==> config.mk <==
export PLATFORM = sky130hd
export DESIGN_NAME = cgr_regs
export DESIGN_NICKNAME = d
export VERILOG_FILES = /design/src/logic/cgr_pkg.sv /design/src/logic/cgr_dac_if.sv /design/src/logic/cgr_dac_decode.sv /design/src/logic/cgr_regs.sv
export SDC_FILE = /design/constraint.sdc
export NUM_CORES = 1
export LEC_CHECK = 0
export BUFFER_PORTS_ARGS = -buffer_cell sky130_fd_sc_hd__buf_2
export CORE_ASPECT_RATIO = 1.75
export CORE_MARGIN = 4
export CORE_UTILIZATION = 25
export DETAILED_ROUTE_END_ITERATION = 8
export SLEW_MARGIN = 20
export SYNTH_ARGS = -nofsm -noshare
export SYNTH_HDL_FRONTEND = slang
export SYNTH_SLANG_ARGS = --single-unit
==> constraint.sdc <==
create_clock -name sys_clk_in -period 2.9 [get_ports sys_clk_in]
set_input_delay 0.29 -clock sys_clk_in [delete_from_list [all_inputs] [get_ports sys_clk_in]]
set_output_delay 0.29 -clock sys_clk_in [all_outputs]
set_load 0.01 [all_outputs]
==> src/logic/cgr_pkg.sv <==
// Constants, register map and state codes of the charge and input current setting block.
// Assumes a single 125 MHz system clock.
package cgr_pkg;

  // ****************************************************************
  // Clock and timing
  // ****************************************************************
  localparam int          CLK_MHZ       = 125;
  localparam int          TICK_US       = 1000;
  localparam int          TICK_CYC_INT  = TICK_US * CLK_MHZ;
  localparam logic [16:0] TICK_CYCLES   = 17'(TICK_CYC_INT);
  localparam logic [17:0] WDOG_MS       = 18'd175000;
  localparam logic [4:0]  SCL_LOW_MS    = 5'd25;

  // ****************************************************************
  // Bus address and register map
  // ****************************************************************
  localparam logic [6:0]  SLAVE_ADDR    = 7'h09;
  localparam logic [7:0]  CMD_CHARGE    = 8'h14;
  localparam logic [7:0]  CMD_INLIMIT   = 8'h3f;
  localparam logic [15:0] CHARGE_RESET  = 16'h0000;
  localparam logic [15:0] INLIMIT_RESET = 16'h0080;

  // ****************************************************************
  // Code field and limits
  // ****************************************************************
  localparam int          CODE_LSB      = 7;
  localparam int          CODE_W        = 6;
  localparam logic [15:0] CHARGE_MAX    = 16'h1f80;
  localparam logic [15:0] INLIMIT_MAX   = 16'h157e;
  localparam logic [15:0] CHARGE_EN_MIN = 16'h007f;
  localparam logic [5:0]  FOLDBACK_CODE = 6'h01;

  typedef enum logic [4:0]
  {
    ST_IDLE = 5'h01,
    ST_RX   = 5'h02,
    ST_ACK  = 5'h04,
    ST_TX   = 5'h08,
    ST_MACK = 5'h10
  } cgr_state_t;

endpackage : cgr_pkg

==> src/logic/cgr_dac_if.sv <==
// Carrier between a setting register and its code decoder.
// Assumes the register side drives the word and reads back the code.
`timescale 1ns/100ps
`default_nettype none
interface cgr_dac_if;
  logic [15:0] word;
  logic [5:0]  code;
  modport src (output word, input code);
  modport dec (input word, output code);
endinterface : cgr_dac_if
`default_nettype wire

==> src/logic/cgr_dac_decode.sv <==
// Turns a stored 16-bit setting word into a 6-bit code with clamping.
// Assumes the word is held stable by a register.
`timescale 1ns/100ps
`default_nettype none
module cgr_dac_decode
  import cgr_pkg::*;
#(
  parameter logic [15:0] LIMIT = CHARGE_MAX
)
(
  cgr_dac_if.dec dac
);

  // ****************************************************************
  // Decode
  // ****************************************************************
  // Words below one step fall to zero by bit selection alone
  always_comb
  begin
    if (dac.word > LIMIT)
    begin
      dac.code = LIMIT[CODE_LSB +: CODE_W];
    end
    else
    begin
      dac.code = dac.word[CODE_LSB +: CODE_W];
    end
  end

endmodule : cgr_dac_decode
`default_nettype wire

==> src/logic/cgr_regs.sv <==
// Charge current and input limit setting registers behind an SMBus slave port.
// Assumes SCL and SDA are already synchronous to sys_clk_in; SDA wire is resolved outside.
`timescale 1ns/100ps
`default_nettype none
// Contract
// - Charge code is word bits 12..7; low seven bits dropped.
// - Charge code bits weigh 128 mA up to 4096 mA, 8064 mA max.
// - One charge register unit is 1 mA with nominal sense resistor.
// - Charge requests above 8.064 A give all-ones code.
// - Charge requests below 128 mA give zero current.
// - Charge register resets to zero; charger disabled until valid writes.
// - Writing zero to charge current stops charging.
// - Charge current register sits at command 0x14.
// - Charge register reads back its stored word.
// - Low battery forces charge code to the 128 mA step.
// - Foldback keeps register intact; releases above 2.7 V.
// - Input limit register sits at command 0x3F.
// - Input limit code is word bits 12..7.
// - Input limit bits weigh 256 mA up to 8192 mA, 11004 mA max.
// - Input limit requests above 11.004 A clamp to maximum.
// - Input limit requests below 256 mA give zero.
// - Input limit register resets to 0x0080.
// - Input limit register reads back its stored word.
// - Only slave address 0b0001001 is answered.
// - Words travel low byte first, high byte second.
// - Charging ends after 175 s without write or 25 ms SCL low.
// - Charging enabled only if current above 0x007F and voltage valid.
module cgr_regs
  import cgr_pkg::*;
#(
  parameter logic [16:0] TICK_CYC = TICK_CYCLES
)
(
  input  wire logic             sys_clk_in,
  input  wire logic             reset_n_in,
  input  wire logic             scl_in,
  input  wire logic             sda_in,
  input  wire logic             batt_under_2v5_in,
  input  wire logic             batt_over_2v7_in,
  input  wire logic             charge_voltage_ok_in,
  input  wire logic             charge_voltage_write_in,
  output logic                  sda_out,
  output logic                  sda_oe_out,
  output logic [CODE_W-1:0]     charge_dac_code_out,
  output logic [CODE_W-1:0]     input_limit_dac_code_out,
  output logic                  charge_enable_out,
  output logic                  timeout_out
);

  // ****************************************************************
  // State
  // ****************************************************************
  typedef struct packed {
    cgr_state_t  st;
    logic        scl_p;
    logic        sda_p;
    logic [3:0]  bitcnt;
    logic [7:0]  shreg;
    logic [1:0]  idx;
    logic        rw;
    logic        ack;
    logic        commit;
    logic [7:0]  cmd;
    logic [7:0]  lo;
    logic [15:0] chg;
    logic [15:0] inl;
    logic [15:0] txd;
    logic        sda_oe;
    logic [16:0] tick;
    logic [17:0] wdog;
    logic [4:0]  scl_low;
    logic        tmo;
    logic        ovr;
    logic        en;
    logic [5:0]  chg_code;
    logic [5:0]  inl_code;
  } cgr_regs_t;

  cgr_regs_t   r_r;
  cgr_regs_t   r_nxt;
  logic        start_c;
  logic        stop_c;
  logic        rise_c;
  logic        fall_c;
  logic        ms_c;
  logic        wr_c;
  logic        cmd_ok_c;

  cgr_dac_if chg_if ();
  cgr_dac_if inl_if ();

  assign chg_if.word = r_r.chg;
  assign inl_if.word = r_r.inl;

  cgr_dac_decode #(.LIMIT(CHARGE_MAX)) u_chg_dec
  (
    .dac (chg_if)
  );

  cgr_dac_decode #(.LIMIT(INLIMIT_MAX)) u_inl_dec
  (
    .dac (inl_if)
  );

  // ****************************************************************
  // Bus edge detection
  // ****************************************************************
  assign start_c  = r_r.scl_p & scl_in & r_r.sda_p & ~sda_in;
  assign stop_c   = r_r.scl_p & scl_in & ~r_r.sda_p & sda_in;
  assign rise_c   = ~r_r.scl_p & scl_in;
  assign fall_c   = r_r.scl_p & ~scl_in;
  assign ms_c     = (r_r.tick == TICK_CYC - 17'h1);
  assign cmd_ok_c = (r_r.shreg == CMD_CHARGE) || (r_r.shreg == CMD_INLIMIT);

  // ****************************************************************
  // Next state
  // ****************************************************************
  always_comb
  begin
    r_nxt       = r_r;
    wr_c        = 1'b0;
    r_nxt.scl_p = scl_in;
    r_nxt.sda_p = sda_in;

    if (start_c)
    begin
      // Repeated start lands here too and restarts the transfer
      r_nxt.st     = ST_RX;
      r_nxt.bitcnt = 4'h0;
      r_nxt.idx    = 2'h0;
      r_nxt.sda_oe = 1'b0;
    end
    else if (stop_c)
    begin
      r_nxt.st     = ST_IDLE;
      r_nxt.sda_oe = 1'b0;
    end
    else
    begin
      unique case (r_r.st)
        ST_IDLE:
        begin
          r_nxt.sda_oe = 1'b0;
        end
        ST_RX:
        begin
          if (rise_c)
          begin
            r_nxt.shreg  = {r_r.shreg[6:0], sda_in};
            r_nxt.bitcnt = r_r.bitcnt + 4'h1;
          end
          else if (fall_c && r_r.bitcnt == 4'h8)
          begin
            r_nxt.st     = ST_ACK;
            r_nxt.commit = 1'b0;
            r_nxt.ack    = 1'b1;
            unique case (r_r.idx)
              2'h0:
              begin
                r_nxt.ack = (r_r.shreg[7:1] == SLAVE_ADDR);
                r_nxt.rw  = r_r.shreg[0];
              end
              2'h1:
              begin
                // Unmapped commands are refused so the host sees a clear failure
                r_nxt.ack = cmd_ok_c;
                r_nxt.cmd = r_r.shreg;
              end
              2'h2:
              begin
                r_nxt.lo = r_r.shreg;
              end
              2'h3:
              begin
                r_nxt.commit = 1'b1;
              end
            endcase
            if (!r_nxt.ack)
            begin
              r_nxt.st = ST_IDLE;
            end
            r_nxt.sda_oe = r_nxt.ack;
          end
        end
        ST_ACK:
        begin
          if (fall_c)
          begin
            r_nxt.sda_oe = 1'b0;
            r_nxt.bitcnt = 4'h0;
            r_nxt.st     = ST_RX;
            r_nxt.idx    = r_r.idx + 2'h1;
            if (r_r.commit)
            begin
              // Whole word is kept; only the codes are clamped
              wr_c = 1'b1;
              // A third data byte is refused: one register per transfer
              r_nxt.st = ST_IDLE;
              if (r_r.cmd == CMD_CHARGE)
              begin
                r_nxt.chg = {r_r.shreg, r_r.lo};
              end
              else
              begin
                r_nxt.inl = {r_r.shreg, r_r.lo};
              end
            end
            else if (r_r.idx == 2'h0 && r_r.rw)
            begin
              r_nxt.txd    = (r_r.cmd == CMD_CHARGE) ? r_r.chg : r_r.inl;
              r_nxt.idx    = 2'h0;
              r_nxt.st     = ST_TX;
              r_nxt.sda_oe = (r_r.cmd == CMD_CHARGE) ? ~r_r.chg[7] : ~r_r.inl[7];
            end
          end
        end
        ST_TX:
        begin
          if (fall_c)
          begin
            r_nxt.bitcnt = r_r.bitcnt + 4'h1;
            if (r_r.bitcnt == 4'h7)
            begin
              r_nxt.sda_oe = 1'b0;
              r_nxt.st     = ST_MACK;
            end
            else
            begin
              r_nxt.txd[7:0] = {r_r.txd[6:0], 1'b0};
              r_nxt.sda_oe   = ~r_r.txd[6];
            end
          end
        end
        ST_MACK:
        begin
          if (rise_c)
          begin
            r_nxt.ack = ~sda_in;
          end
          else if (fall_c)
          begin
            r_nxt.bitcnt = 4'h0;
            if (r_r.ack && r_r.idx == 2'h0)
            begin
              // Low byte done, high byte follows
              r_nxt.idx      = 2'h1;
              r_nxt.txd[7:0] = r_r.txd[15:8];
              r_nxt.sda_oe   = ~r_r.txd[15];
              r_nxt.st       = ST_TX;
            end
            else
            begin
              r_nxt.st = ST_IDLE;
            end
          end
        end
        default:
        begin
          r_nxt.st     = ST_IDLE;
          r_nxt.sda_oe = 1'b0;
        end
      endcase
    end

    // ****************************************************************
    // Timers
    // ****************************************************************
    r_nxt.tick = ms_c ? 17'h0 : r_r.tick + 17'h1;
    wr_c       = wr_c | charge_voltage_write_in;
    if (wr_c)
    begin
      r_nxt.wdog = 18'h0;
    end
    else if (ms_c && r_r.wdog != WDOG_MS)
    begin
      r_nxt.wdog = r_r.wdog + 18'h1;
    end
    if (scl_in)
    begin
      r_nxt.scl_low = 5'h0;
    end
    else if (ms_c && r_r.scl_low != SCL_LOW_MS)
    begin
      r_nxt.scl_low = r_r.scl_low + 5'h1;
    end
    // Expiry wins over a write landing in the same cycle
    r_nxt.tmo = (r_r.wdog == WDOG_MS) | (r_r.scl_low == SCL_LOW_MS) | (r_r.tmo & ~wr_c);

    // ****************************************************************
    // Foldback and enable
    // ****************************************************************
    if (batt_under_2v5_in)
    begin
      r_nxt.ovr = 1'b1;
    end
    else if (batt_over_2v7_in)
    begin
      r_nxt.ovr = 1'b0;
    end
    r_nxt.en = (r_r.chg > CHARGE_EN_MIN) & charge_voltage_ok_in & ~r_r.tmo;
    if (!r_nxt.en)
    begin
      r_nxt.chg_code = 6'h00;
    end
    else if (r_nxt.ovr)
    begin
      r_nxt.chg_code = FOLDBACK_CODE;
    end
    else
    begin
      r_nxt.chg_code = chg_if.code;
    end
    r_nxt.inl_code = inl_if.code;
  end

  // ****************************************************************
  // Registers
  // ****************************************************************
  always_ff @(posedge sys_clk_in or negedge reset_n_in)
  begin
    if (!reset_n_in)
    begin
      r_r          <= '0;
      r_r.st       <= ST_IDLE;
      r_r.scl_p    <= 1'b1;
      r_r.sda_p    <= 1'b1;
      r_r.chg      <= CHARGE_RESET;
      r_r.inl      <= INLIMIT_RESET;
      r_r.inl_code <= INLIMIT_RESET[CODE_LSB +: CODE_W];
    end
    else
    begin
      r_r <= r_nxt;
    end
  end

  assign sda_out                  = 1'b0;
  assign sda_oe_out               = r_r.sda_oe;
  assign charge_dac_code_out      = r_r.chg_code;
  assign input_limit_dac_code_out = r_r.inl_code;
  assign charge_enable_out        = r_r.en;
  assign timeout_out              = r_r.tmo;

endmodule : cgr_regs
`default_nettype wire

After elaboration in Yosys (flattened, before gate mapping):

Index checks and enable logic that the tools add are counted.

* register bits after elaboration: 144
* input port bits: 8
* output and inout port bits: 16
* word-level logic and storage cells: 216

* add/sub/neg operators: 5
* order comparisons: 3
* equal/unequal tests: 46
* muxes and demuxes: 83
* bitwise logic cells: 28
* reduce and logical (&&, ||, !) cells: 27

Operators with widths (number)
* two-way mux 81 bit: 1
* two-way mux 17 bit: 4
* two-way mux 5 bit: 12
* two-way mux 49 bit: 1
* two-way mux 16 bit: 3
* AND reduction 6 bit: 8
* two-way mux 40 bit: 1
* two-way mux 19 bit: 2
* two-way mux 18 bit: 2
* two-way mux 9 bit: 4
* greater-than comparator 16 x 13 -> 1 bit, second input constant: 2
* two-way mux 32 bit: 1
* two-way mux 8 bit: 4
* inequality test 4 bit, second input constant: 8
* case mux 5 bit (5 select lines): 1
* two-way mux 4 bit: 6
* two-way mux 6 bit: 4
* inequality test 2 bit, second input constant: 12
* case mux 8 bit (3 select lines): 1
* two-way mux 1 bit: 22
* inequality test 3 bit, second input constant: 7
* adder 18 x 1 -> 18 bit, second input constant: 1
* == test 18 bit, second input constant: 1
* inequality test 18 bit, second input constant: 1
* other kinds (40): 83

Logic depth before layout (Yosys ltp):

* depth in word-level cells: 14
* depth in mapped cells: 8
* gate-level depth less buffers: 7

Hierarchy:

Synthesis repeated with hierarchy kept, for this count alone.

* cells, all modules: 652
* area, all modules: 7105.6 µm²

By module, submodules not included
* cgr_regs: times used 1, cells each 636, area an instance 6971.7 µm², seq. area each 3584.7 µm²
* cgr_dac_decode (u_inl_dec): times used 1, cells each 10, area an instance 88.8 µm², seq. area each 0.0 µm²
* cgr_dac_decode (u_chg_dec): times used 1, cells each 6, area an instance 45.0 µm², seq. area each 0.0 µm²

Least setup slack after synthesis:

No wires, ideal clock.

* kind: reg-to-reg
* start point: reg r_r[142] (netlist name)
* end point: reg r_r, in the netlist chg_if.word[10]
* library setup time: 0.125 ns
* arrival: 2.195 ns
* required time: 2.775 ns
* slack: 0.580 ns
* cell stages (with the launch flop): 8
* path buffers: 2
* period minus slack after synthesis: 2.320 ns
* cell sequence: dfrtp_1 -> buf_2 -> or3b_2 -> nor2_2 -> nand3_1 -> nor2_2 -> buf_4 -> mux2_2

* cells in the longest elaborated chain, start to end: 2

RTL lines
* from (decl): RTL line cgr_regs.sv:79 `cgr_regs_t r_r;`
* from (signal assigned): RTL line cgr_regs.sv:333 `r_r <= r_nxt;`
* == test 5 x 3 -> 1 bit: RTL line cgr_regs.sv:140 `unique case (r_r.st)`
* AND reduction 6 bit (no line)

Every way passes these cells.
A chain may end at the register's enable or synchronous reset.

Worst setup path in the final report:

* start point: reg r_r[48] (netlist name)
* end point: reg r_r[19] (netlist name)

* cells in the longest elaborated chain, start to end: 3

RTL lines
* == test 17 bit: RTL line cgr_regs.sv:112 `assign ms_c = (r_r.tick == TICK_CYC - 17'h1);`
* logical AND 1 bit: RTL line cgr_regs.sv:282 `else if (ms_c && r_r.scl_low != SCL_LOW_MS)`
* nonzero test 2 bit (no line)

Every way passes these cells.

==> impl_metrics.tcl <==
set metrics [dict create \
    status "complete, no violations" \
    ys.flop_type "dfrtp_1" \
    grt_pass1_wl_um 26800 \
    clk_latency_ns 0.44 \
    hold_violations 0 \
    setup_viol 0 \
    cts_buffers 17 \
    routed-via-count 4971 \
    drive_above_1_share_pct 20.1 \
    cp_num_buf_inv 1 \
    synth_warnings 0 \
    p_leak_nw 3.81 \
    cts_root_buf "clkbuf_16" \
    overflow 0 \
    ff2ff_setup_slack_ns 0.40 \
    postRouteAntennaNets 0 \
    period_needed_ns 2.50 \
    fmax_mhz 400 \
    synth_edf_count 0 \
    setup-tns-final_ns 0 \
    crit_path_start_kind "register" \
    fin_area_um2 8140 \
    drcViolationCount 0 \
    cts_buffer_depth 2 \
    area_growth_pct 15.9 \
    mappedNetlistNets 683 \
    cts_tree "done" \
    core-area_um2 27900 \
    post_drt_wl_per_cell_um 15.2 \
    ys_ff_latch 143 \
    crit_chain "or4b_4 -> nor4_4 -> buf_4 -> nand2_1 -> or3_1 -> a21oi_1" \
    dieArea_um2 31000 \
    crit_type "register to register" \
    worst_slack_ns 0.397 \
    clkTransAtPathRegs_ns 0.07 \
    path_delay_family "simple AND/OR/NAND/NOR gates" \
    syn_area_per_cell_um2 10.6 \
    antennaDiodeCount 0 \
    track_usage_pct 11.0 \
    slew_viol_final 0 \
    critPathMaxStageDelay_ns 0.55 \
    synth.distinct_cells 65 \
    syn_area_um2 7030 \
    grt_max_degree 72 \
    critPathRequiredTime_ns 3.26 \
    viasPerCell 4.65 \
    cts.sinks 143 \
    slew_headroom_pct 54.5 \
    start_util_pct 25.2 \
    yosysSeqAreaShare_pct 51.0 \
    maxCapViolCount 0 \
    io_pins 24 \
    nets 703 \
    rows 81 \
    final_common_cell "dfrtp_1" \
    cp_slowest_cell "or4b_4" \
    hp-class "input pin to register" \
    drt-initial-drc-count 150 \
    fill_cells 2866 \
    totalWireLength_um 16200 \
    antenna_found_initial 0 \
    cts_resized 0 \
    io_buffers 22 \
    synthArstFlopShare_pct 100 \
    layout_common_cells "dfrtp_1 (138), nand2_1 (73), mux2_2 (57)" \
    cts_setup_buffers 0 \
    powerDensity_nw_per_um2 564 \
    min_from "sda_in" \
    syn_inst 664 \
    worst_pin_slew_ns 0.683 \
    critPathMaxFanout 10 \
    grt_pass1_vias 5208 \
    crit_start "r_r[48]$_DFF_PN0_" \
    cp-end-kind "register" \
    rr_startpoint "r_r[48]$_DFF_PN0_" \
    vdd_ir_drop_max_mv 0.378 \
    fin_util_pct 29.2 \
    htreeDepth 4 \
    die_w_um 135 \
    grt_setup_unrepaired "false" \
    fin_skew_ns 0.00972 \
    dpl_cell_area_um2 7520 \
    gp_congestion 0.903 \
    first_pass_iters 5 \
    cp.arrival_ns 2.86 \
    dp_slack_ns 0.385 \
    fp.dieH_um 230 \
    dp_hpwl_um 11900 \
    period_share_pct 86.3 \
]
-- logic make-up (layout without fill, tap and decap cells) --
group	after synthesis	after routing	synth area share (%)
simple gates	257	257	19.1
flops	143	143	51.0
compound gates	95	95	8.60
mux	77	77	12.0
buf+inv	50	83	3.54
xor+xnor	30	30	3.74
fa+ha+maj	11	11	1.96
other cells	1	1	0.0534
-- report_power, final --
group	switching, W	internal [W]	total, W
clock	0.000973	0.00126	0.00223
combinational	0.000182	0.0000974	0.000279
sequential	0.0000510	0.00203	0.00208
total	0.00121	0.00338	0.00459
-- stage by stage --
stage                     hold slack, ns  std cells  power [W]
after floorplan                 -0.00559        664    0.00228
after global placement             0.344       1037    0.00239
after detailed placement           0.348       1037    0.00240
after CTS                        0.00920       1070    0.00464
after global routing              0.0111       1070    0.00476
final                             0.0279       1070    0.00459
-- layer usage --
layer | GRT usage (%) | share of wire (%)
met2 | 21.0 | 57
met4 | 5.73 | 3.6
met5 | 0 | 0
met1 | 10.9 | 37
met3 | 2.43 | 2.2
-- what timing repair did --
| action | in CTS | in global routing |
|---|---|---|
| hold buffers | 1 | 0 |
| setup endpoints to repair | 0 | 0 |
| hold endpoints to repair | 64 | 0 |
-- path summary, 6_finish.rpt --
path | end | cells after the start
worst max-delay path | r_r[19]$_DFFE_PN0P_ | 6
worst min-delay path | r_r[137]$_DFF_PN1_ | 1
min in group asynchronous | r_r[142]$_DFFE_PN0P_ | 2
worst max register to register | r_r[19]$_DFFE_PN0P_ | 6
worst min register to register | r_r[38]$_DFF_PN0_ | 1
max in group asynchronous | chg_if.word[1]$_DFFE_PN0P_ | 3
-- cells in the mapped netlist (all sizes together) (3+ instances only) --
cell type,n,area [um2]
dfrtp,138,3450
nand2,73,274
mux2,57,642
nor2,48,188
o21ai,34,170
nand3,31,160
xor2,25,219
buf,20,136
mux2i,20,200
a21oi,17,85.1
inv,16,60.1
nand4,15,93.8
clkbuf,14,52.6
and3,12,75.1
nor3,12,60.1
ha,11,138
or3,11,68.8
nand2b,9,56.3
and2,8,50.1
a22oi,7,52.6
nor4,7,58.8
dfstp,5,131
nor4b,5,43.8
xnor2,5,43.8
a31oi,4,25.0
nor2b,4,25.0
o211ai,4,30.0
or4,4,30.0
a211oi,3,22.5
nand3b,3,22.5
nor3b,3,22.5
nor4bb,3,30.0
o31ai,3,22.5
or4b,3,33.8
-- sequential cells by signal, summed over array words and instances (netlist names) --
| name | flops |
|---|---|
| chg_if.word | 16 |
| timeout_out | 1 |
| input_limit_dac_code_out | 6 |
| inl_if.word | 16 |
| charge_dac_code_out | 6 |
| charge_enable_out | 1 |
| r_r | 96 |
| sda_oe_out | 1 |
-- cell type report --
class / count / area [um2] / area share, %
Clock buffer: 18 / 439 / 5.39
Clock inverter: 14 / 169 / 2.07
Tap cell: 373 / 467 / 5.73
Inverter: 16 / 60.1 / 0.738
Timing Repair Buffer: 35 / 229 / 2.81
Sequential cell: 143 / 3580 / 44.0
Multi-Input combinational cell: 471 / 3190 / 39.2
No activity file was read; power rests on OpenSTA's default activity.
